==> config.mk <==
export PLATFORM = sky130hd
export DESIGN_NAME = fhr_top
export DESIGN_NICKNAME = d
export VERILOG_FILES = /design/src/core/fhr_pkg.sv /design/src/core/fhr_hist_mem.sv /design/src/core/fhr_top.sv
export SDC_FILE = /design/constraint.sdc
export NUM_CORES = 2
export LEC_CHECK = 0
export BUFFER_PORTS_ARGS = -buffer_cell sky130_fd_sc_hd__buf_4
export CAP_MARGIN = 20
export CORE_ASPECT_RATIO = 0.5
export CORE_MARGIN = 8
export CORE_UTILIZATION = 53
export CTS_BUF_LIST = sky130_fd_sc_hd__clkbuf_4
export DETAILED_ROUTE_END_ITERATION = 6
export PLACE_DENSITY = 0.7
export SLEW_MARGIN = 20
export SYNTH_ARGS = -nofsm -noshare
export SYNTH_HDL_FRONTEND = slang
export SYNTH_HIERARCHICAL = 1
export SYNTH_SLANG_ARGS = --single-unit
==> constraint.sdc <==
create_clock -name mclk_in -period 7 [get_ports mclk_in]
set_clock_uncertainty 0.05 [all_clocks]
set_input_delay 0.7 -clock mclk_in [delete_from_list [all_inputs] [get_ports mclk_in]]
set_output_delay 0.7 -clock mclk_in [all_outputs]
set_load 0.1 [all_outputs]
==> src/core/fhr_pkg.sv <==
package fhr_pkg;
    // parameter addresses as seen by the fieldbus master
    localparam logic [15:0] ADDR_FAULT_CODE_READ = 16'h3c02;
    localparam logic [15:0] ADDR_FAULT_SEVERITY = 16'h3c04;
    localparam logic [15:0] ADDR_FAULT_TIMESTAMP = 16'h3c06;
    localparam logic [15:0] ADDR_FAULT_DETAIL = 16'h3c08;

    // history geometry
    localparam int HIST_DEPTH = 10;
    localparam int PTR_W = 4;
    localparam int ENTRY_W = 80;
    // entry layout: code, severity, timestamp, detail
    localparam int CODE_MSB = 79;
    localparam int SEV_MSB = 63;
    localparam int TIME_MSB = 47;
    localparam int DET_MSB = 15;

    // value limits
    localparam logic [15:0] SEV_MAX = 16'h0004;
    localparam logic [31:0] TIME_MAX = 32'h1fffffff;

    // severity codes
    localparam logic [15:0] SEV_WARN = 16'h0000;
    localparam logic [15:0] SEV_QSTOP = 16'h0001;
    localparam logic [15:0] SEV_QSTOP_OFF = 16'h0002;
    localparam logic [15:0] SEV_FATAL_ACK = 16'h0003;

    // drive states entered by a fault reaction
    localparam logic [3:0] STATE_NONE = 4'h0;
    localparam logic [3:0] STATE_QSTOP = 4'h7;
    localparam logic [3:0] STATE_QSTOP_OFF = 4'h8;
    localparam logic [3:0] STATE_FAULT = 4'h9;

    // latched fault flag bit positions
    localparam int FLAG_GENERAL = 0;
    localparam int FLAG_LIMIT = 1;
    localparam int FLAG_RANGE = 2;
    localparam int FLAG_BUS_QSTOP = 3;
    localparam int FLAG_STO = 4;
    localparam int FLAG_RS485 = 6;
    localparam int FLAG_ETH = 8;
    localparam int FLAG_MODE = 10;

    // reset values
    localparam logic [31:0] FLAGS_RESET = 32'h00000000;
    localparam logic [PTR_W-1:0] PTR_RESET = 4'h0;

    // readout sequencer, one-hot
    typedef enum logic [1:0]
    {
        ST_IDLE = 2'b01,
        ST_FETCH = 2'b10
    } fhr_state_t;
endpackage : fhr_pkg

==> src/core/fhr_hist_mem.sv <==
`timescale 1ns/100ps
module fhr_hist_mem
#(
    parameter int DEPTH = fhr_pkg::HIST_DEPTH,
    parameter int W = fhr_pkg::ENTRY_W
)
(
    input wire logic mclk_in,
    input wire logic rstn_in,
    input wire logic wr_in,
    input wire logic [W-1:0] wr_data_in,
    input wire logic clr_in,
    input wire logic rd_in,
    input wire logic [fhr_pkg::PTR_W-1:0] rd_addr_in,
    output logic [W-1:0] rd_data_out
);
    import fhr_pkg::*;

    logic [W-1:0] mem [DEPTH];
    logic [W-1:0] next_mem [DEPTH];
    logic [W-1:0] next_rd_data;

    // append at first empty slot; when full, drop oldest and shift down
    always_comb
    begin
        logic placed;
        placed = 1'b0;
        for (int i = 0; i < DEPTH; i++)
        begin
            next_mem[i] = mem[i];
        end
        if (clr_in)
        begin
            for (int i = 0; i < DEPTH; i++)
            begin
                next_mem[i] = '0;
            end
        end
        else if (wr_in)
        begin
            for (int i = 0; i < DEPTH; i++)
            begin
                if (!placed && mem[i][CODE_MSB -: 16] == 16'h0000)
                begin
                    next_mem[i] = wr_data_in;
                    placed = 1'b1;
                end
            end
            if (!placed)
            begin
                for (int i = 0; i < DEPTH - 1; i++)
                begin
                    next_mem[i] = mem[i + 1];
                end
                next_mem[DEPTH-1] = wr_data_in;
            end
        end
    end

    // out-of-range addresses read as an empty entry
    always_comb
    begin
        next_rd_data = rd_data_out;
        if (rd_in)
        begin
            next_rd_data = '0;
            if (int'(rd_addr_in) < DEPTH)
            begin
                next_rd_data = mem[rd_addr_in];
            end
        end
    end

    // storage has no reset: history must survive power-down
    always_ff @(posedge mclk_in)
    begin
        for (int i = 0; i < DEPTH; i++)
        begin
            mem[i] <= next_mem[i];
        end
    end

    // registered read port
    always_ff @(posedge mclk_in or negedge rstn_in)
    begin
        if (!rstn_in)
        begin
            rd_data_out <= '0;
        end
        else
        begin
            rd_data_out <= next_rd_data;
        end
    end
endmodule : fhr_hist_mem

==> src/core/fhr_top.sv <==
`timescale 1ns/100ps
module fhr_top
(
    input wire logic mclk_in,
    input wire logic rstn_in,
    // fieldbus parameter read port
    input wire logic param_rd_in,
    input wire logic [15:0] param_addr_in,
    output logic [31:0] rd_data_out,
    output logic rd_valid_out,
    output logic rd_error_out,
    // neighbouring history controls
    input wire logic history_pointer_rewind_in,
    input wire logic history_clear_in,
    // fault logging from drive logic
    input wire logic log_wr_in,
    input wire logic [15:0] log_code_in,
    input wire logic [15:0] log_severity_in,
    input wire logic [15:0] log_detail_in,
    input wire logic [4:0] log_flag_bit_in,
    input wire logic [31:0] op_hours_in,
    // category events from drive logic
    input wire logic general_warn_in,
    input wire logic travel_range_in,
    input wire logic bus_quick_stop_in,
    input wire logic rs485_fault_in,
    input wire logic eth_fault_in,
    input wire logic mode_error_in,
    input wire logic flags_clear_in,
    // pins
    input wire logic safe_torque_off_input_a_in,
    input wire logic safe_torque_off_input_b_in,
    input wire logic positive_limit_input_in,
    input wire logic negative_limit_input_in,
    // status
    output logic [31:0] latched_fault_flags_out,
    output logic [3:0] reaction_state_out,
    output logic reaction_ackable_out
);
    import fhr_pkg::*;

    // drive state entered for a given severity
    function automatic logic [3:0] sev_target(input logic [15:0] sev);
        logic [3:0] st;
        st = STATE_FAULT;
        if (sev == SEV_WARN)
        begin
            st = STATE_NONE;
        end
        else if (sev == SEV_QSTOP)
        begin
            st = STATE_QSTOP;
        end
        else if (sev == SEV_QSTOP_OFF)
        begin
            st = STATE_QSTOP_OFF;
        end
        return st;
    endfunction : sev_target

    fhr_state_t state, next_state;
    logic [PTR_W-1:0] ptr, next_ptr;
    logic fetch_end, next_fetch_end;
    logic [15:0] buf_sev, next_buf_sev;
    logic [31:0] buf_time, next_buf_time;
    logic [15:0] buf_det, next_buf_det;
    logic [31:0] next_rd_data;
    logic next_rd_valid, next_rd_error;
    logic [31:0] next_flags;
    logic [3:0] next_reaction_state;
    logic next_reaction_ackable;
    logic [3:0] pin_sync1, pin_sync2;
    logic mem_rd;
    logic [ENTRY_W-1:0] mem_rd_data;
    logic [ENTRY_W-1:0] log_entry;
    logic [15:0] log_sev_clamped;
    logic [31:0] log_time_clamped;
    logic log_accept;

    // clamp logged values into documented ranges
    always_comb
    begin
        log_sev_clamped = (log_severity_in > SEV_MAX) ? SEV_MAX : log_severity_in;
        log_time_clamped = (op_hours_in > TIME_MAX) ? TIME_MAX : op_hours_in;
        log_accept = log_wr_in && (log_code_in != 16'h0000);
        log_entry = {log_code_in, log_sev_clamped, log_time_clamped, log_detail_in};
    end

    // ten-entry non-volatile history, oldest first
    fhr_hist_mem #(
        .DEPTH(HIST_DEPTH),
        .W(ENTRY_W)
    ) u_hist (
        .mclk_in(mclk_in),
        .rstn_in(rstn_in),
        .wr_in(log_accept),
        .wr_data_in(log_entry),
        .clr_in(history_clear_in),
        .rd_in(mem_rd),
        .rd_addr_in(ptr),
        .rd_data_out(mem_rd_data)
    );

    // readout sequencer: code read fetches entry, other fields come from buffer
    always_comb
    begin
        next_state = state;
        next_ptr = ptr;
        next_fetch_end = fetch_end;
        next_buf_sev = buf_sev;
        next_buf_time = buf_time;
        next_buf_det = buf_det;
        next_rd_data = rd_data_out;
        next_rd_valid = 1'b0;
        next_rd_error = 1'b0;
        mem_rd = 1'b0;
        case (state)
            ST_IDLE:
            begin
                if (param_rd_in)
                begin
                    if (param_addr_in == ADDR_FAULT_CODE_READ)
                    begin
                        mem_rd = 1'b1;
                        next_fetch_end = (int'(ptr) >= HIST_DEPTH);
                        if (int'(ptr) < HIST_DEPTH)
                        begin
                            next_ptr = ptr + 4'h1;
                        end
                        next_state = ST_FETCH;
                    end
                    else if (param_addr_in == ADDR_FAULT_SEVERITY)
                    begin
                        next_rd_data = {16'h0000, buf_sev};
                        next_rd_valid = 1'b1;
                    end
                    else if (param_addr_in == ADDR_FAULT_TIMESTAMP)
                    begin
                        next_rd_data = buf_time;
                        next_rd_valid = 1'b1;
                    end
                    else if (param_addr_in == ADDR_FAULT_DETAIL)
                    begin
                        next_rd_data = {16'h0000, buf_det};
                        next_rd_valid = 1'b1;
                    end
                    else
                    begin
                        next_rd_data = 32'h00000000;
                        next_rd_valid = 1'b1;
                        next_rd_error = 1'b1;
                    end
                end
            end
            ST_FETCH:
            begin
                // memory returns zeros for empty slots, so code 0 marks the end
                next_rd_valid = 1'b1;
                if (fetch_end)
                begin
                    next_rd_data = 32'h00000000;
                    next_buf_sev = 16'h0000;
                    next_buf_time = 32'h00000000;
                    next_buf_det = 16'h0000;
                end
                else
                begin
                    next_rd_data = {16'h0000, mem_rd_data[CODE_MSB -: 16]};
                    next_buf_sev = mem_rd_data[SEV_MSB -: 16];
                    next_buf_time = mem_rd_data[TIME_MSB -: 32];
                    next_buf_det = mem_rd_data[DET_MSB -: 16];
                end
                next_state = ST_IDLE;
            end
            default:
            begin
                next_state = ST_IDLE;
            end
        endcase
        // rewind overrides an advance in the same cycle
        if (history_pointer_rewind_in)
        begin
            next_ptr = PTR_RESET;
        end
    end

    always_ff @(posedge mclk_in or negedge rstn_in)
    begin
        if (!rstn_in)
        begin
            state <= ST_IDLE;
            ptr <= PTR_RESET;
            fetch_end <= 1'b0;
            buf_sev <= 16'h0000;
            buf_time <= 32'h00000000;
            buf_det <= 16'h0000;
            rd_data_out <= 32'h00000000;
            rd_valid_out <= 1'b0;
            rd_error_out <= 1'b0;
        end
        else
        begin
            state <= next_state;
            ptr <= next_ptr;
            fetch_end <= next_fetch_end;
            buf_sev <= next_buf_sev;
            buf_time <= next_buf_time;
            buf_det <= next_buf_det;
            rd_data_out <= next_rd_data;
            rd_valid_out <= next_rd_valid;
            rd_error_out <= next_rd_error;
        end
    end

    // pins cross in through two flops; only the second stage is read
    always_ff @(posedge mclk_in or negedge rstn_in)
    begin
        if (!rstn_in)
        begin
            pin_sync1 <= 4'hc; // idle levels: torque-off high, limits low
            pin_sync2 <= 4'hc; // a 1 on a limit bit here would latch a false flag
        end
        else
        begin
            pin_sync1 <= {safe_torque_off_input_a_in, safe_torque_off_input_b_in,
                          positive_limit_input_in, negative_limit_input_in};
            pin_sync2 <= pin_sync1;
        end
    end

    // sticky category flags; a set in the clear cycle still lands
    always_comb
    begin
        logic [31:0] set_bits;
        set_bits = 32'h00000000;
        if (log_accept)
        begin
            set_bits[log_flag_bit_in] = 1'b1;
        end
        set_bits[FLAG_GENERAL] = set_bits[FLAG_GENERAL] | general_warn_in;
        set_bits[FLAG_LIMIT] = set_bits[FLAG_LIMIT] | pin_sync2[1] | pin_sync2[0];
        set_bits[FLAG_RANGE] = set_bits[FLAG_RANGE] | travel_range_in;
        set_bits[FLAG_BUS_QSTOP] = set_bits[FLAG_BUS_QSTOP] | bus_quick_stop_in;
        set_bits[FLAG_STO] = set_bits[FLAG_STO] | (~pin_sync2[3] & ~pin_sync2[2]);
        set_bits[FLAG_RS485] = set_bits[FLAG_RS485] | rs485_fault_in;
        set_bits[FLAG_ETH] = set_bits[FLAG_ETH] | eth_fault_in;
        set_bits[FLAG_MODE] = set_bits[FLAG_MODE] | mode_error_in;
        next_flags = (flags_clear_in ? 32'h00000000 : latched_fault_flags_out) | set_bits;
    end

    // reaction of the latest logged fault
    always_comb
    begin
        next_reaction_state = reaction_state_out;
        next_reaction_ackable = reaction_ackable_out;
        if (log_accept)
        begin
            next_reaction_state = sev_target(log_sev_clamped);
            next_reaction_ackable = (log_sev_clamped <= SEV_FATAL_ACK);
        end
    end

    always_ff @(posedge mclk_in or negedge rstn_in)
    begin
        if (!rstn_in)
        begin
            latched_fault_flags_out <= FLAGS_RESET;
            reaction_state_out <= STATE_NONE;
            reaction_ackable_out <= 1'b1;
        end
        else
        begin
            latched_fault_flags_out <= next_flags;
            reaction_state_out <= next_reaction_state;
            reaction_ackable_out <= next_reaction_ackable;
        end
    end
endmodule : fhr_top

Yosys cells after proc, flatten, opt, wreduce, memory -nomap -nowiden
Memory sizes are Yosys's and may differ from the RTL's.
Cells that the tools add are included.
Widths: inputs -> output; s select.
- register bits: 230
- RAM bits: 800
- bits of input ports: 118
- output and inout bits: 71
- logic and storage cells: 172
- memories: 1
- add/sub/neg operators: 1
- magnitude comparators: 7
- equal/unequal tests: 11
- mux-type cells: 83
- bitwise operators: 13
- reductions and logical operators: 41
- memories (name ; words ; bits a word ; read ports ; clocked after Yosys merged registers in ; write ports ; line ; source):
    u_hist.mem ; 10 ; 80 ; 11 ; 0 ; 10 ; fhr_hist_mem.sv:19 ; logic [W-1:0] mem [DEPTH];
- operators by type and width (kind ; number):
    $mux 800 ; 3
    $mux 80 ; 11
    $mux 32 ; 8
    $logic_not 16->1 ; 11
    $mux 16 ; 5
    $eq 16x14->1 const B ; 4
    $pmux 32 s2 ; 1
    $mux 1 ; 43
    $gt 32x29->1 const B ; 1
    $or 32x32->32 ; 1
    $mux 4 ; 7
    $eq 16x1->1 const B ; 1
    $eq 16x2->1 const B ; 1
    $gt 16x3->1 const B ; 1
    $le 16x2->1 const B ; 1
    $reduce_bool 16->1 ; 1
    $logic_and 1x1->1 ; 11
    $reduce_bool 2->1 ; 5
    $logic_not 1->1 ; 9
    $or 1x1->1 ; 9
    $lt 5x6->1 const B ; 1
    $mux 2 ; 3
    $ne 2x2->1 const B ; 3
    $reduce_and 3->1 ; 2
    12 further kinds ; 13

Depth between registers and ports, before layout
An unclocked memory read counts as a cell.
- depth in word-level cells: 53
- mapped depth: 13
- mapped depth without buffers: 8

By module
Netlist, hierarchy kept.
- modules (own cells, without submodules) (module ; instances ; cells an instance ; area an instance (sq um) ; sequential area each (sq um)):
    fhr_hist_mem ; 1 ; 4814 ; 42490.8 ; 18017.3
    fhr_top ; 1 ; 619 ; 6746.5 ; 3736.1

Worst setup path after synthesis
Ideal clock, no wire load.
- kind: in2reg
- from: in log_code_in[5]
- to: mem u_hist/mem[7][59] (netlist name)
- setup time: 91 ps
- arrival: 3210 ps
- data required time: 6859 ps
- setup slack: 3649 ps
- stages on the path: 13
- buffers on the path: 5
- cell sequence: nor4_1 a41oi_1 buf_2 inv_2 a41oi_1 and4_1 clkbuf_1 and3_1 buf_2 clkbuf_1 clkbuf_1 nor2_1 a311oi_1
- RTL lines (item ; line ; source):
    start, declared ; fhr_top.sv:17 ; input wire logic [15:0] log_code_in,
    end, declared ; fhr_hist_mem.sv:19 ;

==> flow_summary.json <==
{
  "setup_ws_ns": 2.39,
  "final_net_count": 5549,
  "slew_violations": 0,
  "gr-max-usage-layer": "met2",
  "fin_crit_ns": 4.61,
  "crit_arrival_ns": 5.57,
  "routabilityCongestion": 0.951,
  "crit_path_cell_trace": "dlygate4sd3_1 -> buf_4 -> nor4_1 -> a41oi_4 -> inv_2 -> or4_4 -> nand2_4 -> buf_4 -> o221a_2",
  "clk_latency_ns": 1.16,
  "power_frac_seq_pct": 40.2,
  "hold_class": "in2reg",
  "wl_per_cell_um": 24.4,
  "grt_pass1_vias": 43500,
  "relSlewSlack_pct": 17.2,
  "hold-worst-slack_ns": 0.141,
  "intPower_w": 0.0115,
  "die_width_um": 447,
  "rsz0062_at_grt": "false",
  "ys_types": 67,
  "postCtsSetupBuffers": 0,
  "clock_sinks": 1029,
  "drtPass1Iterations": 7,
  "clkPwrFrac_pct": 25.4,
  "cpMaxStageDelayCell": "or4_4",
  "grtUsageMet2_pct": 44.5,
  "start_kind": "primary input",
  "gr-usage-all-layers_pct": 31.0,
  "cts_buffer_depth": 3,
  "crit_cells": 9,
  "power_density_nw_per_um2": 353,
  "use_met1_pct": 43.4,
  "fp-row-count": 79,
  "post_cts_resized": 0,
  "criticalPathCategory": "in2reg",
  "timing.final.crit_share_pct": 65.8,
  "stdcell_area_um2": 54600,
  "clk_pin_slew_ns": 0.07,
  "final_cell_mix": "nor2_1 (962), dfxtp_1 (800), nand2_1 (609)",
  "async_flop_share_pct": 22.3,
  "power.switching_w": 0.00781,
  "vias_per_cell": 6.58,
  "grt_use_met3_pct": 9.99,
  "dpl_worst_slack_ns": 2.05,
  "first_iter_violations": 6437,
  "wirelength_um": 167000,
  "multiInputGateArea_um2": 24500,
  "place_area_um2": 50700,
  "cp.required_ns": 7.96,
  "die_h_um": 232,
  "cp_common_cell": "buf_4",
  "sw_frac_of_total_pct": 40.5,
  "setup_viol": 0,
  "violations": "DRC",
  "crit_buf_inv": 4,
  "setup_tns_ns": 0,
  "vias": 45200,
  "pwr-share-comb_pct": 34.5,
  "grt-ovfl-total": 0,
  "fmax_ghz": 0.217,
  "antenna_found_initial": 5,
  "core_um2": 92500,
  "htree_levels": 4,
  "seqCellArea_um2": 21800,
  "hpwl_um": 93900,
  "drc_errors": 19,
  "cts_tree": "yes",
  "ys_seq_elements": 1029,
  "ys_seq_area_share_pct": 44.2,
  "run_status": "finished with violations",
  "max_stage_delay_ns": 0.84,
  "yosysWarnings": 6,
  "drive_gt1_share_pct": 21.0,
  "hold_depth": 2,
  "cpLargestDelayFamily": "buffers and inverters",
  "root_buffer": "clkbuf_4",
  "postSynthCellCount": 5433,
  "synthesis.area_um2": 49200,
  "crit_path_max_fanout": 42,
  "grt_pass1_wl_um": 256000,
  "grt_max_degree": 197,
  "areaGrowthSynthToFinish_pct": 11.0,
  "worst_pin_slew_ns": 1.24,
  "synth_edf_count": 0,
  "die_area_um2": 104000,
  "io_pins": 189,
  "cp-end-kind": "flop",
  "port_buffers": 188,
  "power.total_w": 0.0193,
  "start_util_pct": 53.2,
  "ys.flop_type": "dfxtp_1",
  "hold_viol": 0,
  "r2r_cells": 7,
  "fillers": 7895,
  "cts_hold_buf": 89,
  "cts_inserted_buffers": 230,
  "final_common_cell": "nor2_1",
  "postRouteAntennaNets": 0,
  "postSynthAreaPerCell_um2": 9.06,
  "cellLeakagePower_nw": 19.8,
  "irDropWorstVdd_mv": 0.470,
  "drv_cap": 0
}
## metrics by stage
stage	std cells	util, %
5_1_grt	6874	59.1
4_1_cts	6871	59.0
3_5_place_dp	6361	54.8
3_3_place_gp	6361	54.8
2_1_floorplan	5448	-
6_report	6875	59.1
## kinds of logic (layout without fill, tap and decap cells)
logic type	after synthesis	in the layout	share of synthesized area, %
flops	1029	1029	44.2
fa+ha+maj	4	4	0.102
xor+xnor	1	1	0.0178
compound gates	1277	1277	21.0
other cells	1	20	0.00762
buf+inv	795	963	6.54
simple gates	1989	1989	16.9
mux	337	337	11.3
## Yosys cell counts (3+ instances only)
library cell / instances / area (µm²)
nor3_1: 209 / 1050
nor2b_1: 5 / 31.3
a2111oi_0: 79 / 692
a22o_1: 43 / 377
a21oi_1: 169 / 846
buf_6: 4 / 45.0
o221a_2: 240 / 2700
clkbuf_1: 406 / 1520
a211oi_1: 54 / 405
nand4_1: 12 / 75.1
dfxtp_1: 800 / 16000
nand3_1: 22 / 110
inv_2: 3 / 11.3
inv_1: 191 / 717
a22oi_1: 16 / 120
nand2b_1: 37 / 231
mux2_2: 83 / 935
dfrtp_1: 223 / 5580
nand2_1: 616 / 2310
buf_4: 4 / 30.0
o221ai_1: 155 / 1360
mux2_4: 14 / 210
o21ai_0: 145 / 726
a311oi_1: 240 / 2100
o31ai_1: 16 / 120
a41oi_1: 3 / 26.3
or3_1: 3 / 18.8
nor4_1: 69 / 432
o22ai_1: 81 / 507
nand3b_1: 23 / 173
ha_1: 4 / 50.1
and4_1: 10 / 87.6
buf_2: 71 / 355
o2bb2ai_1: 24 / 210
mux4_2: 160 / 3600
clkbuf_2: 71 / 355
nor2_1: 964 / 3620
buf_1: 43 / 161
dfstp_2: 6 / 158
mux2i_1: 80 / 801
## worst paths after layout
check	startpoint	to	slack [ns]
max	log_code_in[10]	u_hist/mem[2][9]	2.39
min reg2reg	pin_sync1[1]	pin_sync2[1]	0.30
max reg2reg	u_hist/mem[4][66]	u_hist/mem[1][43]	2.43
min	history_clear_in	u_hist/mem[9][32]	0.14
max in group asynchronous	rstn_in	u_hist/rd_data_out[15]	5.53
min in group asynchronous	rstn_in	rd_data_out[13]	0.22
## final cells by class
class	count	area share (%)
antenna	4	0.0183
clock buffer	364	5.00
clock inverter	57	0.504
inverter	195	1.35
multi-input combinational	3624	44.8
sequential	1029	39.8
tap	1255	2.87
timing repair buffer	347	5.57
## metal layers
| layer | share of wire (%) | vias to the layer above |
|---|---|---|
| li1 | - | 20000 |
| met1 | 41 | 21800 |
| met2 | 42 | 2906 |
| met3 | 14 | 443 |
| met4 | 2.9 | 6 |
| met5 | 0.12 | - |
## power groups by stage
stage | clock [W] | sequential [W] | combinational [W]
after floorplan | 0 | 0.00763 | 0.00413
after global placement | 0 | 0.00778 | 0.00614
after detailed placement | 0 | 0.00783 | 0.00632
after CTS | 0.00496 | 0.00771 | 0.00636
after global routing | 0.00528 | 0.00787 | 0.00692
final | 0.00490 | 0.00775 | 0.00665
## worst reg2reg max path: cells and delay by family, from the launching register on
| kind | cells | cell delay, ns |
|---|---|---|
| AO/OA/AOI/OAI | 1 | 0.39 |
| buffers and inverters | 1 | 0.63 |
| flip-flops | 1 | 0.35 |
| AND/OR/NAND/NOR | 5 | 3.04 |
## registers in the layout, indices dropped and copies added (netlist names)
register                 cells
buf_det                     16
ptr                          4
buf_time                    32
latched_fault_flags_out     32
u_hist/rd_data_out          80
u_hist/mem                 800
pin_sync1                    4
reaction_ackable_out         1
rd_data_out                 32
pin_sync2                    4
reaction_state_out           3
rd_error_out                 1
rd_valid_out                 1
fetch_end                    1
state                        2
buf_sev                     16
Note: power is estimated with default switching activity, not from simulation.
